### config.mk
export PLATFORM = sky130hd
export DESIGN_NAME = idm_ctrl
export DESIGN_NICKNAME = d
export VERILOG_FILES = /design/src/idm_pkg.sv /design/src/idm_ctrl.sv /design/src/idm_prio_pick.sv
export SDC_FILE = /design/constraint.sdc
export NUM_CORES = 2
export LEC_CHECK = 0
export BUFFER_PORTS_ARGS = -buffer_cell sky130_fd_sc_hd__buf_4
export CAP_MARGIN = 20
export CORE_ASPECT_RATIO = 0.5
export CORE_MARGIN = 2
export CORE_UTILIZATION = 50
export CTS_BUF_LIST = sky130_fd_sc_hd__clkbuf_4
export DETAILED_ROUTE_END_ITERATION = 6
export GPL_TIMING_DRIVEN = 0
export HOLD_SLACK_MARGIN = 0.08
export PLACE_DENSITY_LB_ADDON = 0.08
export SYNTH_ARGS = -nofsm -noshare
export SYNTH_HDL_FRONTEND = slang
export SYNTH_SLANG_ARGS = --single-unit
### constraint.sdc
create_clock -name core_clk -period 32.4 [get_ports core_clk]
set_clock_uncertainty 0.15 [all_clocks]
set_input_delay 3.24 -clock core_clk [delete_from_list [all_inputs] [get_ports core_clk]]
set_output_delay 3.24 -clock core_clk [all_outputs]
set_load 0.005 [all_outputs]
### src/idm_pkg.sv
package idm_pkg;

  // ****************************************
  // sizes
  // ****************************************
  localparam int NSRC  = 7;
  localparam int IDX_W = 3;
  localparam int CTL_W = 11;
  localparam int CNT_W = 8;

  // ****************************************
  // vector table
  // ****************************************
  localparam logic [15:0] VEC_RESET     = 16'h0000;
  localparam logic [15:0] VEC_NMI       = 16'h0002;
  localparam logic [15:0] VEC_WDT       = 16'h0004;
  localparam logic [15:0] VEC_MASK_BASE = 16'h0006;
  localparam logic [15:0] VEC_TRAP      = 16'h003C;
  localparam logic [15:0] VEC_BRK       = 16'h003E;

  // ****************************************
  // register map
  // ****************************************
  localparam logic [7:0] ADDR_STATUS = 8'h80;
  localparam logic [1:0] FLD_CTRL    = 2'h0;
  localparam logic [1:0] FLD_COUNT   = 2'h1;
  localparam logic [1:0] FLD_PTRS    = 2'h2;
  localparam logic [1:0] FLD_LAST    = 2'h3;
  localparam int CTL_HM_LSB   = 0;
  localparam int CTL_SUB_LSB  = 2;
  localparam int CTL_DIR      = 5;
  localparam int CTL_WORD     = 6;
  localparam int CTL_DOWN     = 7;
  localparam int CTL_PRIO_LSB = 8;
  localparam int CTL_MASK     = 10;
  localparam int STAT_MISM    = 19;
  localparam logic [CTL_W-1:0] CTL_RST = 11'h400;

  // ****************************************
  // types
  // ****************************************
  typedef enum logic [1:0] {
    hm_vector = 2'h0,
    hm_macro  = 2'h1,
    hm_ctx    = 2'h2
  } idm_hmode_t;

  typedef enum logic [2:0] {
    counter_submode            = 3'h0,
    block_move_submode         = 3'h1,
    block_move_pointer_submode = 3'h2,
    difference_submode         = 3'h3,
    difference_pointer_submode = 3'h4
  } idm_sub_t;

  typedef enum logic [3:0] {
    st_idle    = 4'h0,
    st_ms_rd   = 4'h1,
    st_ms_wait = 4'h3,
    st_ms_dat  = 4'h2,
    st_ms_upd  = 4'h6,
    st_cs_wait = 4'h8,
    st_cs_dat  = 4'hC
  } idm_state_t;

  // ****************************************
  // helpers
  // ****************************************
  function automatic logic [15:0] vec_of(input logic [IDX_W-1:0] i);
    return VEC_MASK_BASE + {12'h000, i, 1'b0};
  endfunction : vec_of

  function automatic logic [NSRC-1:0] onehot(input logic [IDX_W-1:0] i);
    return {{(NSRC-1){1'b0}}, 1'b1} << i;
  endfunction : onehot

  // buffer address for the item about to be serviced
  function automatic logic [15:0] buf_addr(input idm_sub_t sub, input logic [15:0] base,
                                          input logic [7:0] cnt, input logic word);
    logic [15:0] c16;
    c16 = {8'h00, cnt};
    case (sub)
      block_move_pointer_submode: return base;
      difference_pointer_submode: return base - {c16[14:0], 1'b0} + 16'h0002;
      default: return word ? base + {c16[14:0], 1'b0} - 16'h0002 : base + c16 - 16'h0001;
    endcase
  endfunction : buf_addr

endpackage : idm_pkg

### src/idm_ctrl.sv
`timescale 1ns/10ps
module idm_ctrl
  import idm_pkg::*;
(
  // clock and reset
  input  wire logic        core_clk,
  input  wire logic        rst_n,
  // register port
  input  wire logic [7:0]  reg_addr,
  input  wire logic [31:0] reg_wdata,
  input  wire logic        reg_wr,
  input  wire logic        reg_rd,
  output logic      [31:0] reg_rdata,
  // on-chip requests
  input  wire logic        timer_overflow_request,
  input  wire logic        compare_match_request_a,
  input  wire logic        compare_match_request_b,
  input  wire logic        watchdog_request,
  // request pins
  input  wire logic        nmi_pin,
  input  wire logic        capture_pin_request_a,
  input  wire logic        capture_pin_request_b,
  input  wire logic        external_pin_request_c,
  input  wire logic        external_pin_request_d,
  // cpu side
  input  wire logic        cpu_ready,
  input  wire logic        global_interrupt_enable,
  input  wire logic        break_instruction,
  input  wire logic        bank_switch_break_instruction,
  input  wire logic [7:0]  brk_operand,
  input  wire logic        invalid_opcode,
  input  wire logic        interrupt_return_from_bank,
  input  wire logic        break_return_from_bank,
  output logic             cpu_hold,
  output logic             cpu_vector,
  output logic      [15:0] cpu_vector_addr,
  output logic             cpu_ctx,
  output logic      [2:0]  cpu_bank,
  output logic             cpu_ctx_from_break,
  output logic             cpu_restore,
  // data memory
  output logic      [15:0] mem_addr,
  output logic      [15:0] mem_wdata,
  output logic             mem_word,
  output logic             mem_rd,
  output logic             mem_wr,
  input  wire logic [15:0] mem_rdata
);

  // ****************************************
  // reset and pin synchronisers
  // ****************************************
  logic [1:0] rst_q;
  logic       sys_rst_n;
  logic [4:0] pin_s1, pin_s2, pin_s3;
  wire  [4:0] pin_raw = {external_pin_request_d, external_pin_request_c,
                         capture_pin_request_b, capture_pin_request_a, nmi_pin};
  wire  [4:0] pin_rise = pin_s2 & ~pin_s3;

  always_ff @(posedge core_clk or negedge rst_n) begin
    if (!rst_n) rst_q <= 2'h0;
    else        rst_q <= {rst_q[0], 1'b1};
  end
  assign sys_rst_n = rst_q[1];

  always_ff @(posedge core_clk or negedge sys_rst_n) begin
    if (!sys_rst_n) begin
      pin_s1 <= 5'h00;
      pin_s2 <= 5'h00;
      pin_s3 <= 5'h00;
    end else begin
      pin_s1 <= pin_raw;
      pin_s2 <= pin_s1;
      pin_s3 <= pin_s2;
    end
  end

  // index order is default priority order
  wire [NSRC-1:0] req_in = {pin_rise[4], pin_rise[3], compare_match_request_b,
                            compare_match_request_a, pin_rise[2], pin_rise[1],
                            timer_overflow_request};

  // ****************************************
  // per-source channel state
  // ****************************************
  logic [CTL_W-1:0] ctrl_r [NSRC];
  logic [CNT_W-1:0] cnt_r  [NSRC];
  logic [15:0]      rptr_r [NSRC];
  logic [15:0]      bptr_r [NSRC];
  logic [15:0]      last_r [NSRC];
  logic [NSRC-1:0]  pend, vec_force, mask_v;
  logic [2*NSRC-1:0] lvl_v;
  logic             nmi_pend, wdt_pend, trap_pend, brk_pend, bcs_pend;
  logic [2:0]       bcs_bank;
  logic             ret_mismatch;
  idm_state_t       state;
  logic [IDX_W-1:0] cur;

  for (genvar g = 0; g < NSRC; g++) begin : g_fld
    assign mask_v[g]         = ctrl_r[g][CTL_MASK];
    assign lvl_v[2*g +: 2]   = ctrl_r[g][CTL_PRIO_LSB +: 2];
  end

  // ****************************************
  // arbitration
  // ****************************************
  logic             pick_hit;
  logic [IDX_W-1:0] pick_idx;
  wire [NSRC-1:0] macro_v;
  for (genvar g = 0; g < NSRC; g++) begin : g_ms
    assign macro_v[g] = ctrl_r[g][CTL_HM_LSB +: 2] == hm_macro;
  end
  // macro service still runs while the cpu masks interrupts globally
  wire [NSRC-1:0] elig = pend & ~mask_v &
                         ((macro_v & ~vec_force) | {NSRC{global_interrupt_enable}});

  idm_prio_pick #(
    .NSRC_P (NSRC),
    .LVL_W  (2)
  ) u_pick (
    .req    (elig),
    .level  (lvl_v),
    .hit    (pick_hit),
    .idx    (pick_idx)
  );

  wire             take      = state == st_idle && cpu_ready;
  wire             take_nmi  = take && nmi_pend;
  wire             take_wdt  = take && !nmi_pend && wdt_pend;
  wire             take_trap = take && !nmi_pend && !wdt_pend && trap_pend;
  wire             take_brk  = take && !nmi_pend && !wdt_pend && !trap_pend && brk_pend;
  wire             take_bcs  = take && !nmi_pend && !wdt_pend && !trap_pend && !brk_pend
                               && bcs_pend;
  wire             sys_any   = nmi_pend | wdt_pend | trap_pend | brk_pend | bcs_pend;
  wire             take_mask = take && !sys_any && pick_hit;
  wire [CTL_W-1:0] pick_ctl  = ctrl_r[pick_idx];
  wire             pick_ms   = pick_ctl[CTL_HM_LSB +: 2] == hm_macro && !vec_force[pick_idx];
  wire             pick_cs   = pick_ctl[CTL_HM_LSB +: 2] == hm_ctx && global_interrupt_enable;
  wire [15:0]      sys_vec   = nmi_pend ? VEC_NMI : wdt_pend ? VEC_WDT :
                               trap_pend ? VEC_TRAP : VEC_BRK;

  // ****************************************
  // macro service datapath
  // ****************************************
  wire [CTL_W-1:0] cur_ctl  = ctrl_r[cur];
  wire idm_sub_t   cur_sub  = idm_sub_t'(cur_ctl[CTL_SUB_LSB +: 3]);
  wire             cur_dif  = cur_sub == difference_submode ||
                              cur_sub == difference_pointer_submode;
  wire             cur_word = cur_ctl[CTL_WORD] | cur_dif;
  wire [7:0]       cur_cnt  = cnt_r[cur];
  wire [15:0]      cur_buf  = buf_addr(cur_sub, bptr_r[cur], cur_cnt, cur_word);
  wire             sfr_src  = cur_dif | ~cur_ctl[CTL_DIR];
  wire             up_cnt   = cur_sub == counter_submode && !cur_ctl[CTL_DOWN];
  wire [7:0]       next_cnt = up_cnt ? cur_cnt + 8'h01 : cur_cnt - 8'h01;
  wire [15:0]      diff_val = mem_rdata - last_r[cur];
  wire [15:0]      step     = cur_word ? 16'h0002 : 16'h0001;

  wire [NSRC-1:0] pend_clr  = take_mask ? onehot(pick_idx) : '0;
  wire [NSRC-1:0] force_set = (state == st_ms_upd && next_cnt == 8'h00) ? onehot(cur) : '0;
  wire [NSRC-1:0] force_clr = (take_mask && !pick_ms && !pick_cs) ? onehot(pick_idx) : '0;

  // ****************************************
  // pending flags, set wins over clear
  // ****************************************
  always_ff @(posedge core_clk or negedge sys_rst_n) begin
    if (!sys_rst_n) begin
      pend      <= '0;
      vec_force <= '0;
      nmi_pend  <= 1'b0;
      wdt_pend  <= 1'b0;
      trap_pend <= 1'b0;
      brk_pend  <= 1'b0;
      bcs_pend  <= 1'b0;
      bcs_bank  <= 3'h0;
    end else begin
      // terminal count raises its own request, so the forced vector needs no new event
      pend      <= (pend & ~pend_clr) | req_in | force_set;
      vec_force <= (vec_force & ~force_clr) | force_set;
      nmi_pend  <= (nmi_pend & ~take_nmi) | pin_rise[0];
      wdt_pend  <= (wdt_pend & ~take_wdt) | watchdog_request;
      trap_pend <= (trap_pend & ~take_trap) | invalid_opcode;
      brk_pend  <= (brk_pend & ~take_brk) | break_instruction;
      bcs_pend  <= (bcs_pend & ~take_bcs) | bank_switch_break_instruction;
      if (bank_switch_break_instruction) bcs_bank <= brk_operand[2:0];
    end
  end

  // ****************************************
  // channel storage
  // ****************************************
  wire [2:0] ra_src = reg_addr[6:4];
  wire       ra_in  = !reg_addr[7] && ra_src < 3'(NSRC);
  wire [2:0] ra_idx = ra_in ? ra_src : 3'h0;
  wire       wr_src = reg_wr && ra_in;

  // hardware updates come last so they win over a colliding bus write
  always_ff @(posedge core_clk or negedge sys_rst_n) begin
    if (!sys_rst_n) begin
      for (int i = 0; i < NSRC; i++) begin
        ctrl_r[i] <= CTL_RST;
        cnt_r[i]  <= 8'h00;
        rptr_r[i] <= 16'h0000;
        bptr_r[i] <= 16'h0000;
        last_r[i] <= 16'h0000;
      end
    end else begin
      if (wr_src) begin
        case (reg_addr[3:2])
          FLD_CTRL:  ctrl_r[ra_idx] <= reg_wdata[CTL_W-1:0];
          FLD_COUNT: cnt_r[ra_idx]  <= reg_wdata[CNT_W-1:0];
          FLD_PTRS: begin
            rptr_r[ra_idx] <= reg_wdata[15:0];
            bptr_r[ra_idx] <= reg_wdata[31:16];
          end
          default:   last_r[ra_idx] <= reg_wdata[15:0];
        endcase
      end
      if (state == st_ms_dat && cur_dif) last_r[cur] <= mem_rdata;
      if (state == st_ms_upd) begin
        cnt_r[cur] <= next_cnt;
        if (cur_sub == block_move_pointer_submode) bptr_r[cur] <= bptr_r[cur] + step;
      end
    end
  end

  // ****************************************
  // handling sequencer
  // ****************************************
  always_ff @(posedge core_clk or negedge sys_rst_n) begin
    if (!sys_rst_n) begin
      state              <= st_idle;
      cur                <= '0;
      cpu_vector         <= 1'b0;
      cpu_vector_addr    <= VEC_RESET;
      cpu_ctx            <= 1'b0;
      cpu_bank           <= 3'h0;
      cpu_ctx_from_break <= 1'b0;
      mem_addr           <= 16'h0000;
      mem_wdata          <= 16'h0000;
      mem_word           <= 1'b0;
      mem_rd             <= 1'b0;
      mem_wr             <= 1'b0;
    end else begin
      cpu_vector <= 1'b0;
      cpu_ctx    <= 1'b0;
      mem_rd     <= 1'b0;
      mem_wr     <= 1'b0;
      case (state)
        st_idle: begin
          if (take_nmi || take_wdt || take_trap || take_brk) begin
            cpu_vector      <= 1'b1;
            cpu_vector_addr <= sys_vec;
          end else if (take_bcs) begin
            cpu_ctx            <= 1'b1;
            cpu_bank           <= bcs_bank;
            cpu_ctx_from_break <= 1'b1;
          end else if (take_mask) begin
            cur <= pick_idx;
            if (pick_ms) begin
              state <= st_ms_rd;
            end else if (pick_cs) begin
              mem_rd   <= 1'b1;
              mem_word <= 1'b0;
              mem_addr <= vec_of(pick_idx);
              state    <= st_cs_wait;
            end else begin
              cpu_vector      <= 1'b1;
              cpu_vector_addr <= vec_of(pick_idx);
            end
          end
        end
        st_ms_rd: begin
          if (cur_sub == counter_submode) begin
            state <= st_ms_upd;
          end else begin
            mem_rd   <= 1'b1;
            mem_word <= cur_word;
            mem_addr <= sfr_src ? rptr_r[cur] : cur_buf;
            state    <= st_ms_wait;
          end
        end
        st_ms_wait: state <= st_ms_dat;
        st_ms_dat: begin
          mem_wr    <= 1'b1;
          mem_addr  <= sfr_src ? cur_buf : rptr_r[cur];
          mem_wdata <= cur_dif ? diff_val : mem_rdata;
          state     <= st_ms_upd;
        end
        st_ms_upd:  state <= st_idle;
        st_cs_wait: state <= st_cs_dat;
        st_cs_dat: begin
          cpu_ctx            <= 1'b1;
          cpu_bank           <= mem_rdata[2:0];
          cpu_ctx_from_break <= 1'b0;
          state              <= st_idle;
        end
        default: state <= st_idle;
      endcase
    end
  end

  assign cpu_hold = state != st_idle;

  // ****************************************
  // bank return check
  // ****************************************
  // only the latest switch is tracked; nested switches rely on cpu-held banks
  wire mism_clr = reg_wr && reg_addr == ADDR_STATUS && reg_wdata[STAT_MISM];
  wire ret_bad  = (interrupt_return_from_bank && cpu_ctx_from_break) ||
                  (break_return_from_bank && !cpu_ctx_from_break);
  always_ff @(posedge core_clk or negedge sys_rst_n) begin
    if (!sys_rst_n) begin
      cpu_restore  <= 1'b0;
      ret_mismatch <= 1'b0;
    end else begin
      cpu_restore  <= (interrupt_return_from_bank || break_return_from_bank) && !ret_bad;
      ret_mismatch <= (ret_mismatch & ~mism_clr) | ret_bad;
    end
  end

  // ****************************************
  // register read
  // ****************************************
  wire [31:0] src_word = reg_addr[3:2] == FLD_CTRL  ? {21'h000000, ctrl_r[ra_idx]} :
                         reg_addr[3:2] == FLD_COUNT ? {24'h000000, cnt_r[ra_idx]} :
                         reg_addr[3:2] == FLD_PTRS  ? {bptr_r[ra_idx], rptr_r[ra_idx]} :
                                                      {16'h0000, last_r[ra_idx]};
  wire [31:0] status   = {12'h000, ret_mismatch, cpu_ctx_from_break, vec_force, pend, state};
  wire [31:0] rd_mux   = ra_in ? src_word : (reg_addr == ADDR_STATUS ? status : 32'h0);

  always_ff @(posedge core_clk or negedge sys_rst_n) begin
    if (!sys_rst_n) reg_rdata <= 32'h0;
    else            reg_rdata <= reg_rd ? rd_mux : 32'h0;
  end
endmodule : idm_ctrl

### src/idm_prio_pick.sv
`timescale 1ns/10ps
module idm_prio_pick
  import idm_pkg::*;
#(
  parameter int NSRC_P = 7,
  parameter int LVL_W  = 2
) (
  // requests and their levels
  input  wire logic [NSRC_P-1:0]       req,
  input  wire logic [LVL_W*NSRC_P-1:0] level,
  // winner
  output logic                         hit,
  output logic [IDX_W-1:0]             idx
);

  if (NSRC_P < 1 || NSRC_P > (1 << IDX_W)) begin : g_chk
    $error("source count does not fit the index width");
  end

  // loops run downward so the last match is the lowest level, then lowest index
  always_comb begin
    hit = 1'b0;
    idx = '0;
    for (int l = (1 << LVL_W) - 1; l >= 0; l--) begin
      for (int i = NSRC_P - 1; i >= 0; i--) begin
        if (req[i] && level[i*LVL_W +: LVL_W] == l[LVL_W-1:0]) begin
          hit = 1'b1;
          idx = i[IDX_W-1:0];
        end
      end
    end
  end

endmodule : idm_prio_pick

Word-level counts from Yosys, hierarchy flattened
Cells that the tools add are included.
{"block": "word_totals", "elab_cells": 466, "out_inout_bits": 91, "in_bits": 84, "register_bits": 606}
{"block": "op_classes", "n_mux": 188, "n_reduce_logical": 99, "n_lt_le_gt_ge": 7, "add_sub_neg": 11, "n_shift": 2, "n_bitwise": 44, "n_eq_ne": 53}
{"op": "two-way mux 112 bit", "count": 7}
{"op": "bitwise mux 112 bit", "count": 5}
{"op": "two-way mux 16 bit", "count": 29}
{"op": "binary-select mux 16 bit (select 3 bit)", "count": 6}
{"op": "two-way mux 56 bit", "count": 3}
{"op": "two-way mux 32 bit", "count": 5}
{"op": "bitwise mux 56 bit", "count": 2}
{"op": "binary-select mux 11 bit (select 3 bit)", "count": 3}
{"op": "demux 16 bit (select 3 bit)", "count": 2}
{"op": "two-way mux 3 bit", "count": 32}
{"op": "bitwise mux 77 bit", "count": 1}
{"op": "two-way mux 8 bit", "count": 9}
{"op": "logical AND 1 bit", "count": 56}
{"op": "two-way mux 1 bit", "count": 52}
{"op": "binary-select mux 8 bit (select 3 bit)", "count": 2}
{"op": "demux 8 bit (select 3 bit)", "count": 2}
{"op": "case mux 16 bit (3 select lines)", "count": 1}
{"op": "AND 7 bit", "count": 5}
{"op": "demux 11 bit (select 3 bit)", "count": 1}
{"op": "two-way mux 11 bit", "count": 3}
{"op": "equality test 2 x 1 -> 1 bit, second input constant", "count": 16}
{"op": "equality test 2 bit, second input constant", "count": 16}
{"op": "case mux 16 bit (2 select lines)", "count": 1}
{"op": "NOT 7 bit", "count": 4}
{"op": "other kinds (57)", "count": 141}

Logic depth before layout (Yosys ltp)
{"block": "logic_depth", "ltp_word": 46, "depth_mapped": 29, "depth_no_buf": 19}

By module
From an unflattened synthesis, not the netlist that was laid out.
{"block": "unflattened", "hier_cells": 3680, "hier_area_um2": 36309.8}
{"module": "idm_ctrl", "seq_area_each_um2": 14898.0, "cells_per_inst": 3589, "area_per_inst_um2": 35769.3, "instances": 1}
{"module": "idm_prio_pick", "seq_area_each_um2": 0.0, "cells_per_inst": 91, "area_per_inst_um2": 540.5, "instances": 1}

Least setup slack after synthesis
Ideal clock, no wire load.
{"block": "synth_path", "path_kind": "input -> register", "from": "in global_interrupt_enable", "to": "reg mem_addr[10]", "path_stages": 13, "t_arrival_ps": 6165, "setup_ps": 125, "slack_ps": 25960, "required_time_ps": 32125, "path_cell_list": "buf_2 -> o2111a_1 -> or2_2 -> a211oi_1 -> nor3_1 -> or3_1 -> buf_6 -> a31oi_4 -> mux2i_1 -> o2111ai_4 -> a21boi_4 -> buf_6 -> mux2_4"}
{"block": "synth_between", "elab_chain_len": 39, "word_cells_on_any_way": 102, "classes_between": "eq/ne (5); mux (61); bitwise (3); reduce/logical (33)"}
{"element": "start, declared", "line": "idm_ctrl.sv:27", "text": "input wire logic global_interrupt_enable,"}
{"element": "OR 7 bit *", "line": "idm_ctrl.sv:115", "text": "((macro_v & ~vec_force) | {NSRC{global_interrupt_enable}});"}
{"element": "AND 7 bit *", "line": "idm_ctrl.sv:114", "text": "wire [NSRC-1:0] elig = pend & ~mask_v &"}
{"element": "logical AND 1 bit", "line": "idm_prio_pick.sv:26", "text": "if (req[i] && level[i*LVL_W +: LVL_W] == l[LVL_W-1:0]) begin"}
{"element": "two-way mux 3 bit (27 in series)", "line": "idm_prio_pick.sv:26"}
{"element": "two-way mux 3 bit *", "line": "idm_prio_pick.sv:26"}
{"element": "named net pick_idx[1]", "line": "idm_ctrl.sv:108", "text": "logic [IDX_W-1:0] pick_idx;"}
{"element": "NOT 3 -> 4 bit (implied by the code)", "line": "idm_ctrl.sv:136", "text": "wire [CTL_W-1:0] pick_ctl = ctrl_r[pick_idx];"}
{"element": "binary-select mux 11 bit (select 3 bit)", "line": "idm_ctrl.sv:136"}
{"element": "two-way mux 2 bit (implied by the code) (2 in series)", "line": "idm_ctrl.sv:136"}
{"element": "equality test 2 bit / equality test 2 x 1 -> 1 bit (equally long branches)", "line": "idm_ctrl.sv:138, idm_ctrl.sv:137"}
{"element": "logical AND 1 bit (on tied branches)", "line": "idm_ctrl.sv:138, idm_ctrl.sv:137"}
{"element": "!= test 2 bit (no line)"}
{"element": "AND reduction 7 bit (no line) *"}
{"element": "end signal, assigned", "line": "idm_ctrl.sv:264", "text": "mem_addr <= vec_of(pick_idx);"}
{"element": "end signal, assigned", "line": "idm_ctrl.sv:278", "text": "mem_addr <= sfr_src ? rptr_r[cur] : cur_buf;"}
{"element": "end signal, assigned", "line": "idm_ctrl.sv:285", "text": "mem_addr <= sfr_src ? cur_buf : rptr_r[cur];"}
{"element": "end, declared", "line": "idm_ctrl.sv:42", "text": "output logic [15:0] mem_addr,"}
The timed path passes the listed nets; every way through them passes the cells marked *. The select of a mux whose other input is x is not followed.
A chain may end at the register's enable or synchronous reset.

Final worst setup path
{"block": "layout_path", "from": "reg cur[2]", "to": "reg mem_addr[13]"}
{"block": "layout_between", "elab_chain_len": 12, "word_cells_on_any_way": 35, "classes_between": "add/sub (6); eq/ne (4); mux (18); bitwise (4); reduce/logical (3)"}
{"element": "start, declared", "line": "idm_ctrl.sv:97", "text": "logic [IDX_W-1:0] cur;"}
{"element": "start signal, assigned", "line": "idm_ctrl.sv:258", "text": "cur <= pick_idx;"}
{"element": "NOT 3 -> 4 bit (implied by the code) *"}
{"element": "branches (longest 11 deep; another with adder 16 x 8 -> 16 bit)"}
Mark *: on every way between the ends. The select of a mux whose other input is x is not followed.

==> metrics <==
crit path kind=register to register; first-pass GRT wire length=235 mm; Routed met1 length=66.9 mm; GRT Total Usage=43.8%; I/O pin cnt=175; post-route cell area=41,300 um^2; worst hold slack=0.186 ns; post-route antenna net violation count=0; vias per cell=6.78; Seq/Total Area, Yosys=40.8%; critical-path cell list=clkbuf_1 > buf_1 > clkbuf_1 > clkbuf_1 > clkbuf_1 > clkbuf_1 > clkbuf_1 > clkbuf_1 > nor2_1 > a21oi_1 > inv_1 > ha_1 > fa_1 > a21oi_1 > o2111ai_1 > o211ai_1 > nor2_1 > a211oi_1 > nand2_1 > a31oi_1 > a2111oi_0 > o32ai_1 > o211ai_1 > mux2_4; Avg Cell Area, Syn=9.61 um^2; Worst EP required=33.11 ns; later-pin clock latency in the skew report=1.04 ns; # port buffers=146; Arr. time, crit path=11.86 ns; failing checks=design-rule violations; share of layout cells above drive strength 1=20.8%; Synth Flop Type=dfrtp_1; number of synthesized register bits=595; final wirelength=167 mm; post-CTS resize count=0; Fin. Hold Viols=0; CTS Buffer Depth=3; net switching power=0.898 mW; Slowest cell on crit path=a21oi_1; post-synth top area cell=dfrtp_1; status=finished, violations left; crit path max fanout=10; CTS tree=done; sw frac=38.5%; Clock transition at path regs=0.09 ns; Cell Rows=70; WL per Instance=32.0 um; iteration count of the initial detailed-routing pass=7; initial antenna violation count=16; chip height=195 um; Worst Hold Class=register to register; Critical Path Sink Type=register; Combinational Power Share=33.1%; Starting DRT DRC Count=5,764; # hold bufs at CTS=0; die span in x=386 um; max layer used=met5; Yosys warning total=0; Placer Congestion=1.04; Placed Area=39,400 um^2; max-cap viol count=0; Worst Tran Pin Value=1.33 ns; Critical Path Start Type=register; Final period util=34.4%; H-tree Lvls=4; Final Util=56.9%; Post-Synthesis Cells=3,803; dpl ws=22.23 ns; Final Non-Filler Cells=5,220; largest net degree at the start of global routing=68; dpl hpwl=120 mm; grt ovf=0; # Post-CTS Setup Buffers=0; Power Density=56.4 nW/um^2; min Tclk post-route=11.15 ns; root buffer cell=clkbuf_4; total chip power=2.33 mW; vias in the first global route=33.2k; total CTS buffers=145; sequential fraction of design power=37.6%; ranking of synthesized cells by area=dfrtp_1, mux2_2, mux2i_1; Yosys top cell area share=40.3%; P&R area growth vs syn=13.1%; count leader, synth=dfrtp_1; Cell Int Power=1.43 mW; Met2 Routed Length=65.3 mm; CORE AREA=72,700 um^2; Sum Neg Setup Slack=0 ns; leakage=18.9 nW; endpoints failing setup=0; mapped cell area=36,600 um^2; most instantiated cells after synthesis=dfrtp_1, nand2_1, nor2_1; slowest stage delay, CP=0.94 ns; EDFF count, synth=0; Final nets=4,315; DR WL met3=25.4 mm; full die area=75,400 um^2; clock share of power=29.4%; Initial Util=50.3%; most used cell, CP=clkbuf_1; Sink Count=595; placed cell count=4,954; final setup margin=21.25 ns; DRC errors left=8; Fmax=0.0897 GHz; RSZ-0062 raised after global routing=false; post-synth cell types=87; FFs w/ async S/R, synth=100%; via count=35.4k; VDD IR max=29.0 uV; Slew Limit Fails=0; Max-slew headroom=8.94%
-- worst max-delay path: cells and delay by family, from the launching register on --
kind,cells,cell delay [ns]
buffers and inverters,9,5.62
AND/OR/NAND/NOR,3,0.44
multiplexers,1,0.28
AO/OA/AOI/OAI,9,3.27
flip-flops,1,0.35
adder cells (fa/ha/maj),2,0.83
-- kinds of logic (layout without fill, tap and decap cells) --
group,Yosys count,count (layout),synth area share [%]
AO/OA/AOI/OAI,1010,1010,17.3
AND/OR/NAND/NOR,994,994,12.0
multiplexers,643,643,20.8
flip-flops,595,595,40.8
buffers and inverters,418,840,4.71
adder cells (fa/ha/maj),95,95,3.38
XOR/XNOR,46,46,1.10
other,2,25,0.0205
-- per-layer routing --
metal | vias to the layer above | global-route usage [%]
li1 | 14575 | -
met1 | 17397 | 61.0
met2 | 2809 | 58.3
met3 | 595 | 17.9
met4 | 12 | 21.2
met5 | - | 1.09
-- cell type report --
| type | instances | area, um^2 |
|---|---|---|
| Fill cell | 6727 | 31400 |
| Multi-Input combinational cell | 2800 | 20000 |
| Sequential cell | 595 | 14900 |
| Clock buffer | 217 | 1630 |
| Timing Repair Buffer | 176 | 1600 |
| Buffer | 311 | 1320 |
| Tap cell | 972 | 1220 |
| Inverter | 107 | 402 |
| Clock inverter | 29 | 225 |
| Antenna cell | 13 | 32.5 |
-- flip-flops by register name, summed over array words and instances, names as in the netlist, 2 cells and up --
signal,cells
rptr_r,112
pin_s3,5
cur,3
pin_s2,5
mem_wdata,16
bcs_bank,3
mem_addr,16
vec_force,7
last_r,112
cpu_vector_addr,5
bptr_r,112
reg_rdata,32
cnt_r,56
rst_q,2
cpu_bank,3
ctrl_r,77
pend,7
pin_s1,5
state,4
-- placed cells by master, fill, tap and decap left out, types with 18 or more instances in the layout --
cell type / instances
nor4_1: 21
mux2_2: 298
o21ai_0: 294
mux2i_1: 277
buf_4: 165
nand3_1: 41
nand2b_1: 19
o22ai_1: 109
a21oi_1: 282
inv_1: 106
buf_2: 33
buf_1: 42
clkbuf_1: 206
clkbuf_4: 217
ha_1: 89
o221ai_1: 53
o2111ai_1: 28
a22oi_1: 18
mux4_2: 58
o211ai_1: 59
xnor2_1: 34
nor2b_1: 47
nor2_1: 339
a21o_1: 19
dfrtp_1: 587
nor3_1: 65
nand2_1: 383
-- power by group through the flow --
stage                     registers, mW  logic, mW  clock network, mW
after floorplan                   0.875      0.496                  0
after global placement            0.898      0.706                  0
after detailed placement          0.885      0.737                  0
after CTS                         0.871      0.741              0.680
after global routing              0.881      0.826              0.719
final                             0.876      0.771              0.684
-- final timing paths --
check / startpoint / end / slack (ns) / cells past startpoint
max: cur[2] / mem_addr[13] / 21.25 / 24
min: rst_q[0] / rst_q[1] / 0.19 / 0
max reg2reg: cur[2] / mem_addr[13] / 21.25 / 24
min reg2reg: rst_q[0] / rst_q[1] / 0.19 / 0
max in group asynchronous: rst_n / rst_q[0] / 30.17 / 1
min in group asynchronous: rst_q[1] / bptr_r[42] / 0.26 / 0
Note: power is estimated with default switching activity, not from simulation.
